## config.mk

```make
export PLATFORM = sky130hd
export DESIGN_NAME = mbpwm_top
export DESIGN_NICKNAME = d
export VERILOG_FILES = /design/src/include/mbpwm_pkg.sv /design/src/hw/mbpwm_top.sv
export SDC_FILE = /design/constraint.sdc
export NUM_CORES = 1
export LEC_CHECK = 0
export BUFFER_PORTS_ARGS = -buffer_cell sky130_fd_sc_hd__buf_2
export CAP_MARGIN = 0
export CORE_MARGIN = 1.5
export CORE_UTILIZATION = 24
export DETAILED_ROUTE_END_ITERATION = 7
export PLACE_DENSITY = 0.45
export SYNTH_ARGS = -nofsm -noshare
export SYNTH_HDL_FRONTEND = slang
export SYNTH_SLANG_ARGS = --single-unit
export TNS_END_PERCENT = 20
```

## constraint.sdc

```tcl
create_clock -name core_clk -period 2.8 [get_ports core_clk]
set_input_delay 0.28 -clock core_clk [delete_from_list [all_inputs] [get_ports core_clk]]
set_output_delay 0.28 -clock core_clk [all_outputs]
set_load 0.02 [all_outputs]
```

## src/include/mbpwm_pkg.sv

```systemverilog
package mbpwm_pkg;
  localparam int unsigned NUM_MATCH     = 7;
  localparam int unsigned NUM_OUT       = 6;
  localparam int unsigned NUM_CAP       = 2;
  localparam int unsigned NUM_IRQ       = 9;
  localparam logic [7:0]  OFS_IRQ_STAT  = 8'h00;
  localparam logic [7:0]  OFS_CTRL      = 8'h04;
  localparam logic [7:0]  OFS_COUNT     = 8'h08;
  localparam logic [7:0]  OFS_PRE_MAX   = 8'h0c;
  localparam logic [7:0]  OFS_PRE_CNT   = 8'h10;
  localparam logic [7:0]  OFS_MATCH_CTL = 8'h14;
  localparam logic [7:0]  OFS_CNT_CTL   = 8'h18;
  localparam logic [7:0]  OFS_PWM_CTL   = 8'h1c;
  localparam logic [7:0]  OFS_RELEASE   = 8'h20;
  localparam logic [7:0]  OFS_IRQ_MASK  = 8'h24;
  localparam logic [7:0]  OFS_CAP_CTL   = 8'h28;
  localparam logic [7:0]  OFS_MATCH0    = 8'h40;
  localparam logic [7:0]  OFS_CAPT0     = 8'h60;
  localparam int unsigned CTRL_EN_BIT   = 0;
  localparam int unsigned CTRL_RST_BIT  = 1;
  localparam int unsigned CTRL_PWM_BIT  = 3;
  localparam int unsigned CAP_IRQ_BASE  = 7;
  localparam logic [1:0]  RESP_OKAY     = 2'b00;
  localparam logic [1:0]  RESP_SLVERR   = 2'b10;
  localparam logic [31:0] RESET_VALUE   = 32'h0000_0000;
  typedef struct packed {
    logic        edge_en;
    logic        edge_rise;
    logic        edge_fall;
    logic        sel;
  } mbpwm_cnt_cfg_t;
endpackage : mbpwm_pkg

```

## src/hw/mbpwm_top.sv

```systemverilog
`timescale 1ns/1ns
module mbpwm_top
  import mbpwm_pkg::*;
(
  input  wire logic                 core_clk,
  input  wire logic                 resetn,
  input  wire logic [7:0]           s_axi_awaddr,
  input  wire logic                 s_axi_awvalid,
  output logic                      s_axi_awready,
  input  wire logic [31:0]          s_axi_wdata,
  input  wire logic [3:0]           s_axi_wstrb,
  input  wire logic                 s_axi_wvalid,
  output logic                      s_axi_wready,
  output logic [1:0]                s_axi_bresp,
  output logic                      s_axi_bvalid,
  input  wire logic                 s_axi_bready,
  input  wire logic [7:0]           s_axi_araddr,
  input  wire logic                 s_axi_arvalid,
  output logic                      s_axi_arready,
  output logic [31:0]               s_axi_rdata,
  output logic [1:0]                s_axi_rresp,
  output logic                      s_axi_rvalid,
  input  wire logic                 s_axi_rready,
  input  wire logic [NUM_CAP-1:0]   cap_in,
  output logic [NUM_OUT-1:0]        pwm_out,
  output logic                      irq
);

  logic [31:0]            count_reg;
  logic [31:0]            pre_cnt_reg;
  logic [31:0]            pre_max_reg;
  logic [3:0]             ctrl_reg;
  logic [20:0]            match_ctl_reg;
  logic [3:0]             cnt_ctl_reg;
  logic [5:0]             cap_ctl_reg;
  logic [13:0]            pwm_ctl_reg;
  logic [NUM_MATCH-1:0]   release_reg;
  logic [NUM_IRQ-1:0]     irq_stat_reg;
  logic [NUM_IRQ-1:0]     irq_mask_reg;
  logic [31:0]            match_shadow [NUM_MATCH];
  logic [31:0]            match_active [NUM_MATCH];
  logic [31:0]            capt_reg [NUM_CAP];
  logic [NUM_CAP-1:0]     cap_s1_reg;
  logic [NUM_CAP-1:0]     cap_s2_reg;
  logic [NUM_CAP-1:0]     cap_s3_reg;
  logic [NUM_CAP-1:0]     cap_rise;
  logic [NUM_CAP-1:0]     cap_fall;
  logic [NUM_CAP-1:0]     cap_event;
  logic [NUM_MATCH-1:0]   match_hit;
  logic                   tick;
  logic                   pre_wrap;
  logic                   cnt_edge;
  logic                   any_reset;
  logic                   any_stop;
  logic                   run;
  logic                   pwm_mode;
  logic                   aw_reg;
  logic                   w_reg;
  logic [7:0]             awaddr_reg;
  logic [31:0]            wdata_reg;
  logic                   wr_fire;
  logic                   wr_ok;
  logic                   rd_ok;
  logic [31:0]            rd_val;
  mbpwm_cnt_cfg_t         cnt_cfg;

  assign run      = ctrl_reg[CTRL_EN_BIT] && !ctrl_reg[CTRL_RST_BIT];
  assign pwm_mode = ctrl_reg[CTRL_PWM_BIT];
  assign cnt_cfg  = mbpwm_cnt_cfg_t'({cnt_ctl_reg[1:0] != 2'b00, cnt_ctl_reg[0], cnt_ctl_reg[1], cnt_ctl_reg[2]});

  // Capture input synchroniser and edge detect
  always_ff @(posedge core_clk or negedge resetn)
  begin
    if (!resetn)
    begin
      cap_s1_reg <= '0;
      cap_s2_reg <= '0;
      cap_s3_reg <= '0;
    end
    else
    begin
      cap_s1_reg <= cap_in;
      cap_s2_reg <= cap_s1_reg;
      cap_s3_reg <= cap_s2_reg;
    end
  end
  assign cap_rise = cap_s2_reg & ~cap_s3_reg;
  assign cap_fall = ~cap_s2_reg & cap_s3_reg;

  // Counter-mode edge source
  assign cnt_edge = (cnt_cfg.edge_rise && cap_rise[cnt_cfg.sel]) ||
                    (cnt_cfg.edge_fall && cap_fall[cnt_cfg.sel]);
  assign tick     = run && (cnt_cfg.edge_en ? cnt_edge : 1'b1);
  assign pre_wrap = tick && (pre_cnt_reg == pre_max_reg);

  // Match compare against active values
  genvar gi;
  generate
    for (gi = 0; gi < NUM_MATCH; gi++)
    begin : g_match
      assign match_hit[gi] = pre_wrap && (count_reg == match_active[gi]);
    end
  endgenerate

  always_comb
  begin
    any_reset = 1'b0;
    any_stop  = 1'b0;
    for (int i = 0; i < NUM_MATCH; i++)
    begin
      any_reset = any_reset || (match_hit[i] && match_ctl_reg[3*i+1]);
      any_stop  = any_stop  || (match_hit[i] && match_ctl_reg[3*i+2]);
    end
    if (pwm_mode && match_hit[0])
    begin
      any_reset = 1'b1;
    end
  end

  // Prescaler and counter
  always_ff @(posedge core_clk or negedge resetn)
  begin
    if (!resetn)
    begin
      pre_cnt_reg <= RESET_VALUE;
      count_reg   <= RESET_VALUE;
    end
    else if (ctrl_reg[CTRL_RST_BIT])
    begin
      pre_cnt_reg <= RESET_VALUE;
      count_reg   <= RESET_VALUE;
    end
    else if (tick)
    begin
      if (pre_wrap)
      begin
        pre_cnt_reg <= RESET_VALUE;
        count_reg   <= any_reset ? RESET_VALUE : count_reg + 32'h0000_0001;
      end
      else
      begin
        pre_cnt_reg <= pre_cnt_reg + 32'h0000_0001;
      end
    end
  end

  // Active match load: immediate in timer mode, on cycle restart or counter reset in PWM mode once released
  always_ff @(posedge core_clk or negedge resetn)
  begin
    if (!resetn)
    begin
      for (int i = 0; i < NUM_MATCH; i++)
      begin
        match_active[i] <= RESET_VALUE;
      end
    end
    else
    begin
      for (int i = 0; i < NUM_MATCH; i++)
      begin
        if (!pwm_mode || (release_reg[i] && (any_reset || ctrl_reg[CTRL_RST_BIT])))
        begin
          match_active[i] <= match_shadow[i];
        end
      end
    end
  end

  // PWM outputs; channel n uses match n, double-edge uses n-1 and n
  generate
    for (gi = 1; gi <= NUM_OUT; gi++)
    begin : g_pwm
      always_ff @(posedge core_clk or negedge resetn)
      begin
        if (!resetn)
        begin
          pwm_out[gi-1] <= 1'b0;
        end
        else if (!pwm_mode || !pwm_ctl_reg[gi+7])
        begin
          pwm_out[gi-1] <= 1'b0;
        end
        else if (gi > 1 && pwm_ctl_reg[gi])
        begin
          if (match_hit[gi])
          begin
            pwm_out[gi-1] <= 1'b0;
          end
          else if (match_hit[gi-1])
          begin
            pwm_out[gi-1] <= 1'b1;
          end
        end
        else if (match_hit[gi])
        begin
          pwm_out[gi-1] <= 1'b0;
        end
        else if (match_hit[0])
        begin
          pwm_out[gi-1] <= 1'b1;
        end
      end
    end
  endgenerate

  // Capture channels
  generate
    for (gi = 0; gi < NUM_CAP; gi++)
    begin : g_cap
      assign cap_event[gi] = (cap_ctl_reg[3*gi] && cap_rise[gi]) || (cap_ctl_reg[3*gi+1] && cap_fall[gi]);
      always_ff @(posedge core_clk or negedge resetn)
      begin
        if (!resetn)
        begin
          capt_reg[gi] <= RESET_VALUE;
        end
        else if (cap_event[gi])
        begin
          capt_reg[gi] <= count_reg;
        end
      end
    end
  endgenerate

  // AXI4-Lite write channel
  assign s_axi_awready = !aw_reg && !s_axi_bvalid;
  assign s_axi_wready  = !w_reg && !s_axi_bvalid;
  assign wr_fire       = aw_reg && w_reg && !s_axi_bvalid;
  assign wr_ok         = (awaddr_reg[1:0] == 2'b00) &&
                         ((awaddr_reg <= OFS_CAP_CTL) ||
                          (awaddr_reg >= OFS_MATCH0 && awaddr_reg < OFS_MATCH0 + 8'(4*NUM_MATCH)));

  always_ff @(posedge core_clk or negedge resetn)
  begin
    if (!resetn)
    begin
      aw_reg       <= 1'b0;
      w_reg        <= 1'b0;
      awaddr_reg   <= '0;
      wdata_reg    <= RESET_VALUE;
      s_axi_bvalid <= 1'b0;
      s_axi_bresp  <= RESP_OKAY;
    end
    else
    begin
      if (s_axi_awvalid && s_axi_awready)
      begin
        aw_reg     <= 1'b1;
        awaddr_reg <= s_axi_awaddr;
      end
      if (s_axi_wvalid && s_axi_wready)
      begin
        w_reg     <= 1'b1;
        wdata_reg <= s_axi_wdata;
      end
      if (wr_fire)
      begin
        aw_reg       <= 1'b0;
        w_reg        <= 1'b0;
        s_axi_bvalid <= 1'b1;
        s_axi_bresp  <= wr_ok ? RESP_OKAY : RESP_SLVERR;
      end
      else if (s_axi_bvalid && s_axi_bready)
      begin
        s_axi_bvalid <= 1'b0;
      end
    end
  end

  // Control registers
  always_ff @(posedge core_clk or negedge resetn)
  begin
    if (!resetn)
    begin
      ctrl_reg      <= '0;
      pre_max_reg   <= RESET_VALUE;
      match_ctl_reg <= '0;
      cnt_ctl_reg   <= '0;
      cap_ctl_reg   <= '0;
      pwm_ctl_reg   <= '0;
      irq_mask_reg  <= '0;
      for (int i = 0; i < NUM_MATCH; i++)
      begin
        match_shadow[i] <= RESET_VALUE;
      end
    end
    else
    begin
      if (wr_fire && wr_ok)
      begin
        case (awaddr_reg)
          OFS_CTRL:      ctrl_reg      <= wdata_reg[3:0];
          OFS_PRE_MAX:   pre_max_reg   <= wdata_reg;
          OFS_MATCH_CTL: match_ctl_reg <= wdata_reg[20:0];
          OFS_CNT_CTL:   cnt_ctl_reg   <= wdata_reg[3:0];
          OFS_CAP_CTL:   cap_ctl_reg   <= wdata_reg[5:0];
          OFS_PWM_CTL:   pwm_ctl_reg   <= wdata_reg[13:0];
          OFS_IRQ_MASK:  irq_mask_reg  <= wdata_reg[NUM_IRQ-1:0];
          default:
          begin
            if (awaddr_reg >= OFS_MATCH0)
            begin
              match_shadow[3'((awaddr_reg - OFS_MATCH0) >> 2)] <= wdata_reg;
            end
          end
        endcase
      end
      // Stop wins over a coincident enable write
      if (any_stop)
      begin
        ctrl_reg[CTRL_EN_BIT] <= 1'b0;
      end
    end
  end

  // Release latch: set by software, cleared when taken at cycle start
  always_ff @(posedge core_clk or negedge resetn)
  begin
    if (!resetn)
    begin
      release_reg <= '0;
    end
    else
    begin
      for (int i = 0; i < NUM_MATCH; i++)
      begin
        if (wr_fire && wr_ok && awaddr_reg == OFS_RELEASE && wdata_reg[i])
        begin
          release_reg[i] <= 1'b1;
        end
        else if (any_reset || ctrl_reg[CTRL_RST_BIT])
        begin
          release_reg[i] <= 1'b0;
        end
      end
    end
  end

  // Sticky interrupt status, set wins over write-one-clear
  always_ff @(posedge core_clk or negedge resetn)
  begin
    if (!resetn)
    begin
      irq_stat_reg <= '0;
    end
    else
    begin
      for (int i = 0; i < NUM_MATCH; i++)
      begin
        if (match_hit[i] && match_ctl_reg[3*i])
        begin
          irq_stat_reg[i] <= 1'b1;
        end
        else if (wr_fire && wr_ok && awaddr_reg == OFS_IRQ_STAT && wdata_reg[i])
        begin
          irq_stat_reg[i] <= 1'b0;
        end
      end
      for (int j = 0; j < NUM_CAP; j++)
      begin
        if (cap_event[j] && cap_ctl_reg[3*j+2])
        begin
          irq_stat_reg[CAP_IRQ_BASE+j] <= 1'b1;
        end
        else if (wr_fire && wr_ok && awaddr_reg == OFS_IRQ_STAT && wdata_reg[CAP_IRQ_BASE+j])
        begin
          irq_stat_reg[CAP_IRQ_BASE+j] <= 1'b0;
        end
      end
    end
  end
  assign irq = |(irq_stat_reg & irq_mask_reg);

  // AXI4-Lite read channel
  assign s_axi_arready = !s_axi_rvalid;
  assign rd_ok         = (s_axi_araddr[1:0] == 2'b00) &&
                         ((s_axi_araddr <= OFS_CAP_CTL) ||
                          (s_axi_araddr >= OFS_MATCH0 && s_axi_araddr < OFS_MATCH0 + 8'(4*NUM_MATCH)) ||
                          (s_axi_araddr >= OFS_CAPT0 && s_axi_araddr < OFS_CAPT0 + 8'(4*NUM_CAP)));
  always_comb
  begin
    rd_val = '0;
    case (s_axi_araddr)
      OFS_IRQ_STAT:  rd_val = 32'(irq_stat_reg);
      OFS_CTRL:      rd_val = 32'(ctrl_reg);
      OFS_COUNT:     rd_val = count_reg;
      OFS_PRE_MAX:   rd_val = pre_max_reg;
      OFS_PRE_CNT:   rd_val = pre_cnt_reg;
      OFS_MATCH_CTL: rd_val = 32'(match_ctl_reg);
      OFS_CNT_CTL:   rd_val = 32'(cnt_ctl_reg);
      OFS_PWM_CTL:   rd_val = 32'(pwm_ctl_reg);
      OFS_RELEASE:   rd_val = 32'(release_reg);
      OFS_IRQ_MASK:  rd_val = 32'(irq_mask_reg);
      OFS_CAP_CTL:   rd_val = 32'(cap_ctl_reg);
      default:
      begin
        if (s_axi_araddr >= OFS_CAPT0)
        begin
          rd_val = capt_reg[1'((s_axi_araddr - OFS_CAPT0) >> 2)];
        end
        else if (s_axi_araddr >= OFS_MATCH0)
        begin
          rd_val = match_shadow[3'((s_axi_araddr - OFS_MATCH0) >> 2)];
        end
      end
    endcase
  end

  always_ff @(posedge core_clk or negedge resetn)
  begin
    if (!resetn)
    begin
      s_axi_rvalid <= 1'b0;
      s_axi_rdata  <= RESET_VALUE;
      s_axi_rresp  <= RESP_OKAY;
    end
    else if (s_axi_arvalid && s_axi_arready)
    begin
      s_axi_rvalid <= 1'b1;
      s_axi_rdata  <= rd_ok ? rd_val : RESET_VALUE;
      s_axi_rresp  <= rd_ok ? RESP_OKAY : RESP_SLVERR;
    end
    else if (s_axi_rready)
    begin
      s_axi_rvalid <= 1'b0;
    end
  end
endmodule : mbpwm_top

```

==> results_dict.tcl, run 1 <==
set metrics [dict create \
    status "complete, but fails checks" \
    failed_checks "setup timing" \
    ys.warnings.count 0 \
    clockRootBuffer "sky130_fd_sc_hd__clkbuf_16" \
    globalRoute.totalOverflow 0 \
    fillerInstances 16600 \
    ys_seq_elements 772 \
    clock_sink_count 772 \
    grt_start_max_net_pins 96 \
    die_area_um2 166000 \
    antenna_violating_nets_post_route 0 \
    post_layout_nonfiller_instances 6247 \
    final.setup_skew_ps 41.0 \
    numCtsBuffers 95 \
    gp_routability_congestion 0.873 \
    final_util_pct 31.4 \
    ios 109 \
    maxClockFrequency_mhz 331 \
    detail_route.drc_violations 0 \
    crit_required_ps 3380 \
    first_pass_grt_wire_length_um 240000 \
    area_growth_syn_to_layout_pct 30.1 \
    hp-class "in2async" \
    design.core.area_um2 163000 \
    via_total_after_detailed_routing 31900 \
    syn-mean-instance-area_um2 11.0 \
    syn-instance-count 3551 \
    synthesis.area_um2 39200 \
    crit_path_max_fo 8 \
    total_power_w 0.0421 \
    maxCapViolations 0 \
    r2r_cells 13 \
    cts_max_path_buffers 3 \
    timing.slew.headroom_pct 24.1 \
    cts-htree-levels 3 \
    crit_arrival_ps 3600 \
    first_global_vias 32000 \
    slew_of_the_pin_with_the_lowest_slew_margin_ps 1130 \
    setup.reg_to_reg.worst_slack_ps -220 \
    worstSetupStartpointType "flop" \
    setup_ws_ps -218 \
    worstSetupEndpointType "flop" \
    starting_drt_drc_count 3044 \
    timing_hold_violations_final 0 \
    placement.cell_area_um2 45800 \
    fin_crit_sh_pct 108 \
    finalSetupViolations 261 \
    crit_type "reg2reg" \
    clock_tree_from_tritoncts "done" \
    die_width_um 407 \
    drt_first_pass_iters 6 \
    antenna_found_initial 10 \
    pre_cts_worst_setup_slack_ps -514 \
    synthDistinctLibCells 63 \
    detailedPlacementHpwl_um 113000 \
    yosysSeqAreaShare_pct 49.2 \
    gr-usage-all-layers_pct 19.6 \
    final.min_clock_period_ps 3020 \
    power_per_cell_area_nw_per_um2 825 \
    static-leakage-power_nw 22.5 \
    rsz0062_at_grt "true" \
    synth_enable_flop_cells 0 \
    detailed_route_wl_um 167000 \
    post_drt_via_cell_ratio 5.11 \
    numPlacedInstances 5978 \
    design_area_um2 51000 \
    port-buffer-count 102 \
    ys_async_sr_fraction_pct 100 \
    clk-insertion-delay-late_ps 710 \
    placementRows 148 \
    power.ir.vdd_worst_mv 0.492 \
    fp.dieH_um 407 \
    post_route_cells_drive_above_1_share_pct 33.1 \
    timing_max_transition_violations_final 0 \
    floorplan.initialDensity_pct 24.1 \
    wire_per_inst_um 26.7 \
    num-nets-final 4057 \
    clock_pin_slew_reported_for_the_worst_setup_and_hold_paths_after_clock_tree_synthesis_ps 60 \
    synth_flop_cell "sky130_fd_sc_hd__dfrtp_1" \
]
-- power by group --
part / switching [W] / internal [W] / total [W]
logic: 0.00619 / 0.00605 / 0.0122
clock network: 0.00523 / 0.00739 / 0.0126
registers: 0.00390 / 0.0134 / 0.0173
total: 0.0153 / 0.0268 / 0.0421
-- what timing repair did --
action | 4_1_cts | 5_1_grt
gates cloned | 11 | 3
pin swaps | 37 | 22
hold buffers | 46 | 0
buffers inserted | 19 | 16
resized for setup | 121 | 71
setup endpoints to repair | 270 | 276
hold endpoints to repair | 198 | 0
-- cell usage after synthesis, types with 2 or more instances --
master                       n  area, um2
sky130_fd_sc_hd__xor2_1    164       1440
sky130_fd_sc_hd__inv_1     244        916
sky130_fd_sc_hd__buf_4       3       22.5
sky130_fd_sc_hd__buf_1      52        195
sky130_fd_sc_hd__nand3b_1    8       60.1
sky130_fd_sc_hd__mux2i_1    71        711
sky130_fd_sc_hd__nor3_1     18       90.1
sky130_fd_sc_hd__nand2_1    76        285
sky130_fd_sc_hd__nand2b_1    4       25.0
sky130_fd_sc_hd__buf_2      50        250
sky130_fd_sc_hd__mux2_2    413       4650
sky130_fd_sc_hd__nor4_1     43        269
sky130_fd_sc_hd__a21boi_1    8       60.1
sky130_fd_sc_hd__or3b_1      2       17.5
sky130_fd_sc_hd__a22o_1     38        333
sky130_fd_sc_hd__o211ai_1  265       1990
sky130_fd_sc_hd__o2111a_1    7       78.8
sky130_fd_sc_hd__ha_1        2       25.0
sky130_fd_sc_hd__o21ai_1     8       40.0
sky130_fd_sc_hd__a221o_1     4       40.0
sky130_fd_sc_hd__and3_1     18        113
sky130_fd_sc_hd__a221oi_1   18        158
sky130_fd_sc_hd__xnor2_1   131       1150
sky130_fd_sc_hd__mux4_2     32        721
sky130_fd_sc_hd__and4_1     10       87.6
sky130_fd_sc_hd__and2_1      6       37.5
sky130_fd_sc_hd__a22oi_1   252       1890
sky130_fd_sc_hd__nor2b_1     4       25.0
sky130_fd_sc_hd__o21ai_0    40        200
sky130_fd_sc_hd__nand4_1    68        425
sky130_fd_sc_hd__a32o_1      3       30.0
sky130_fd_sc_hd__nand3_1   281       1410
sky130_fd_sc_hd__clkbuf_2    2       10.0
sky130_fd_sc_hd__a222oi_1   21        210
sky130_fd_sc_hd__o21a_1      2       15.0
sky130_fd_sc_hd__or3_1      20        125
sky130_fd_sc_hd__o221ai_1   32        280
sky130_fd_sc_hd__clkbuf_1  191        717
sky130_fd_sc_hd__dfrtp_1   772      19300
sky130_fd_sc_hd__nor2_1     99        372
sky130_fd_sc_hd__a21oi_1    47        235
-- worst max-delay path: stages (launching register included) --
cell                        delay (ps)
sky130_fd_sc_hd__dfrtp_2           500
sky130_fd_sc_hd__buf_6             180
sky130_fd_sc_hd__xnor2_2           250
sky130_fd_sc_hd__nand4_1           290
sky130_fd_sc_hd__nor4_2            300
sky130_fd_sc_hd__buf_4             200
sky130_fd_sc_hd__nand3_4           110
sky130_fd_sc_hd__o2111ai_4         140
sky130_fd_sc_hd__buf_12            160
sky130_fd_sc_hd__buf_6              90
sky130_fd_sc_hd__o211ai_1          110
sky130_fd_sc_hd__buf_4             180
sky130_fd_sc_hd__clkbuf_16         170
sky130_fd_sc_hd__o211ai_1          190
-- worst paths after layout --
kind,end,startpoint
max,match_active[79],count_reg[0]
min,match_active[163],resetn
max reg2reg,match_active[79],count_reg[0]
min reg2reg,cap_s2_reg[1],cap_s1_reg[1]
max in group asynchronous,count_reg[27],resetn
min in group core_clk,cap_s1_reg[0],cap_in[0]
-- stage by stage --
step           TNS (ps)  hold slack (ps)
2_1_floorplan         0            -15.6
3_3_place_gp    -118460              235
3_5_place_dp    -111140              232
4_1_cts          -19540              108
5_1_grt          -44840              150
6_report         -31270              122
-- layer usage --
layer / up-vias / track usage [%] / part of all wire [%]
li1: 14000 / - / -
met1: 16600 / 27.3 / 45
met2: 1115 / 31.0 / 46
met3: 213 / 3.04 / 6.5
met4: 0 / 6.47 / 3.3
met5: - / 0 / 0
-- area by class of cell --
cell class / count / area [um2] / area share [%]
timing repair buffer: 642 / 6060 / 11.9
sequential: 772 / 19300 / 37.9
antenna: 1 / 2.50 / 0.00490
multi-input combinational: 2239 / 18800 / 36.9
clock inverter: 26 / 272 / 0.532
inverter: 244 / 916 / 1.79
clock buffer: 148 / 2900 / 5.68
tap: 2175 / 2720 / 5.33
-- cell usage in the layout (no fill, tap or decap), types with 12 or more instances in the layout --
cell / count
sky130_fd_sc_hd__dfrtp_1: 754
sky130_fd_sc_hd__mux2_2: 413
sky130_fd_sc_hd__buf_4: 378
sky130_fd_sc_hd__o211ai_1: 265
sky130_fd_sc_hd__nand3_1: 256
sky130_fd_sc_hd__a22oi_1: 252
sky130_fd_sc_hd__inv_1: 244
sky130_fd_sc_hd__xor2_1: 149
sky130_fd_sc_hd__xnor2_1: 114
sky130_fd_sc_hd__clkbuf_16: 100
sky130_fd_sc_hd__buf_2: 99
sky130_fd_sc_hd__nor2_1: 93
sky130_fd_sc_hd__buf_12: 76
sky130_fd_sc_hd__mux2i_1: 71
sky130_fd_sc_hd__nand2_1: 69
sky130_fd_sc_hd__nand4_1: 68
sky130_fd_sc_hd__dlygate4sd3_1: 46
sky130_fd_sc_hd__a22o_1: 38
sky130_fd_sc_hd__a21oi_1: 38
sky130_fd_sc_hd__o21ai_0: 33
sky130_fd_sc_hd__mux4_2: 32
sky130_fd_sc_hd__o221ai_1: 32
sky130_fd_sc_hd__clkbuf_8: 28
sky130_fd_sc_hd__buf_6: 25
sky130_fd_sc_hd__nand3_2: 23
sky130_fd_sc_hd__clkbuf_1: 23
sky130_fd_sc_hd__a222oi_1: 21
sky130_fd_sc_hd__or3_1: 19
sky130_fd_sc_hd__a221oi_1: 18
sky130_fd_sc_hd__and3_1: 18
sky130_fd_sc_hd__dfrtp_2: 18
sky130_fd_sc_hd__nor4_1: 17
sky130_fd_sc_hd__nor4_2: 17
sky130_fd_sc_hd__xnor2_2: 15
sky130_fd_sc_hd__clkinv_2: 15
sky130_fd_sc_hd__nor3_1: 13
sky130_fd_sc_hd__xor2_2: 12
-- kinds of logic after synthesis --
group                      synth area share, %
DFF                                       49.2
AOI/OAI and AO/OA                         14.5
and+or+nand+nor                           8.72
buffers and inverters                     5.38
muxes                                     15.5
xor gates and xnor gates                  6.59
adders and majority gates               0.0638
other                                  0.00956
(Power assumes the default switching activity.)
==> run 2, diff against run 1 <==
--- a/config.mk
+++ b/config.mk
@@ -11,6 +11,7 @@
 export CORE_UTILIZATION = 24
 export DETAILED_ROUTE_END_ITERATION = 7
 export PLACE_DENSITY = 0.45
+export RECOVER_POWER = 50
 export SYNTH_ARGS = -nofsm -noshare
 export SYNTH_HDL_FRONTEND = slang
 export SYNTH_SLANG_ARGS = --single-unit
==> results_dict.tcl, run 2 (synthesis gave the netlist of run 1 again) <==
set metrics [dict create \
    area_growth_syn_to_layout_pct 29.6 \
    clockRootBuffer "sky130_fd_sc_hd__clkbuf_16" \
    clock_pin_slew_reported_for_the_worst_setup_and_hold_paths_after_clock_tree_synthesis_ps 60 \
    port-buffer-count 102 \
    hp-class "in2reg" \
    holdWs_ps 232 \
    worstSetupEndpointType "flop" \
    fp.dieH_um 407 \
    critical-path-max-stage-delay_ps 500 \
    static-leakage-power_nw 22.4 \
    power_per_cell_area_nw_per_um2 828 \
    failed_checks "setup timing" \
    drt_first_pass_iters 8 \
    internal_power_w 0.0268 \
    timing_hold_violations_final 0 \
    antenna_found_initial 10 \
    gp_routability_congestion 0.873 \
    final.setup_skew_ps 41.2 \
    power.switching_fraction_pct 36.4 \
    antenna_violating_nets_post_route 0 \
    ios 109 \
    maxCapViolations 0 \
    status "complete, but fails checks" \
    rsz0062_at_grt "true" \
    crit_path_top_delay_cell "sky130_fd_sc_hd__dfrtp_2" \
    grt_start_max_net_pins 96 \
    setup_ws_ps -199 \
    design.core.area_um2 163000 \
    fin_crit_sh_pct 107 \
    crit_path_frequent_cell "sky130_fd_sc_hd__buf_4" \
    cts-htree-levels 3 \
    die_area_um2 166000 \
    maxClockFrequency_mhz 333 \
    cts_max_path_buffers 3 \
    design_area_um2 50800 \
    via_total_after_detailed_routing 31900 \
    fillerInstances 16600 \
    timing_max_transition_violations_final 0 \
    wire_per_inst_um 26.7 \
    detailedPlacementHpwl_um 113000 \
    finalSetupViolations 247 \
    worstSetupStartpointType "flop" \
    final.min_clock_period_ps 3000 \
    post_route_cells_drive_above_1_share_pct 33.1 \
    placement.cell_area_um2 45800 \
    seq_power_share_pct 41.0 \
    comb_power_share_pct 29.0 \
    clk-insertion-delay-late_ps 700 \
    crit_arrival_ps 3580 \
    first_pass_grt_wire_length_um 240000 \
    floorplan.initialDensity_pct 24.1 \
    post_drt_via_cell_ratio 5.11 \
    slew_of_the_pin_with_the_lowest_slew_margin_ps 1490 \
    crit_chain "buf_4 -> buf_4 -> xor2_1 -> buf_4 -> nor4_4 -> nand4_1 -> buf_4 -> nor3_2 -> a221o_1 -> buf_12 -> o211ai_1 -> buf_4 -> clkbuf_16 -> o211ai_1" \
    clock_sink_count 772 \
    gr-usage-all-layers_pct 19.6 \
    crit_required_ps 3380 \
    first_global_vias 32000 \
    net-switching-power_w 0.0153 \
    numCtsBuffers 95 \
    die_width_um 407 \
    num-nets-final 4057 \
    power.ir.vdd_worst_mv 0.489 \
    part_of_the_power_in_the_clock_network_pct 30.0 \
    crit_type "reg2reg" \
    clock_tree_from_tritoncts "done" \
    crit_path_max_fo 8 \
    placementRows 148 \
    starting_drt_drc_count 2950 \
    timing.slew.headroom_pct 0.949 \
    globalRoute.totalOverflow 0 \
    mostFrequentLayoutCell "sky130_fd_sc_hd__dfrtp_1" \
    detailed_route_wl_um 167000 \
    most-common-layout-cells "sky130_fd_sc_hd__dfrtp_1, sky130_fd_sc_hd__mux2_2, sky130_fd_sc_hd__buf_4" \
    detail_route.drc_violations 0 \
]
[run 2: cell types whose count changed in the layout (fill, tap and decap cells not counted), sizes merged]
cell,before,now
buf,591,569
clkbuf,151,173
[run 2: worst paths after layout]
path,startpoint,end,slack [ps],cells past startpoint
max,count_reg[0],match_active[79],-200,14
min,cap_in[0],cap_s1_reg[0],230,2
max reg2reg,count_reg[0],match_active[79],-200,14
min reg2reg,cap_s1_reg[1],cap_s2_reg[1],360,0
max in group asynchronous,resetn,count_reg[27],230,4
min in group asynchronous,resetn,match_active[107],400,2
[run 2: through the flow]
stage	utilization [%]	worst slack, ps	setup TNS [ps]	power, W	instances
2_1_floorplan	-	264	0	0.0211	3552
3_3_place_gp	28.1	-569	-118460	0.0281	5978
6_report	31.3	-199	-27660	0.0421	6247
3_5_place_dp	28.1	-514	-111140	0.0282	5978
5_1_grt	31.3	-292	-62460	0.0438	6246
4_1_cts	31.1	-134	-19540	0.0418	6228
[run 2: routing by layer]
metal / vias to the layer above / global-route usage [%] / routed length (um)
li1: 14000 / - / -
met4: 0 / 6.47 / 5640
met3: 224 / 3.04 / 10000
met5: - / 0 / 0
met2: 1099 / 31.0 / 76300
met1: 16600 / 27.3 / 74800
[run 2: what timing repair did]
action | 4_1_cts | 5_1_grt
gates cloned | 11 | 3
resized for setup | 121 | 71
setup endpoints to repair | 270 | 276
hold endpoints to repair | 198 | 0
hold buffers | 46 | 0
buffers inserted | 19 | 16
pin swaps | 37 | 22
[run 2: worst max-delay path: cells and delay by family, from the launching register on]
kind,cells,cell delay [ps]
xor gates and xnor gates,1,150
AOI/OAI and AO/OA,3,560
buffers and inverters,7,1190
DFF,1,500
and+or+nand+nor,3,450
[run 2: layout make-up]
class	instances	area (um2)	share of cell area (%)
Antenna cell	1	2.50	0.00492
Clock buffer	148	2900	5.70
Clock inverter	26	272	0.534
Inverter	244	916	1.80
Multi-Input combinational cell	2239	18800	37.0
Sequential cell	772	19300	38.0
Tap cell	2175	2720	5.35
Timing Repair Buffer	642	5870	11.5
[run 2: power groups by stage]
stage,clock network [W],logic (W),registers [W]
after floorplan,0,0.00582,0.0152
after global placement,0,0.0108,0.0173
after detailed placement,0,0.0109,0.0173
after CTS,0.0129,0.0118,0.0172
after global routing,0.0134,0.0129,0.0176
final,0.0126,0.0122,0.0173
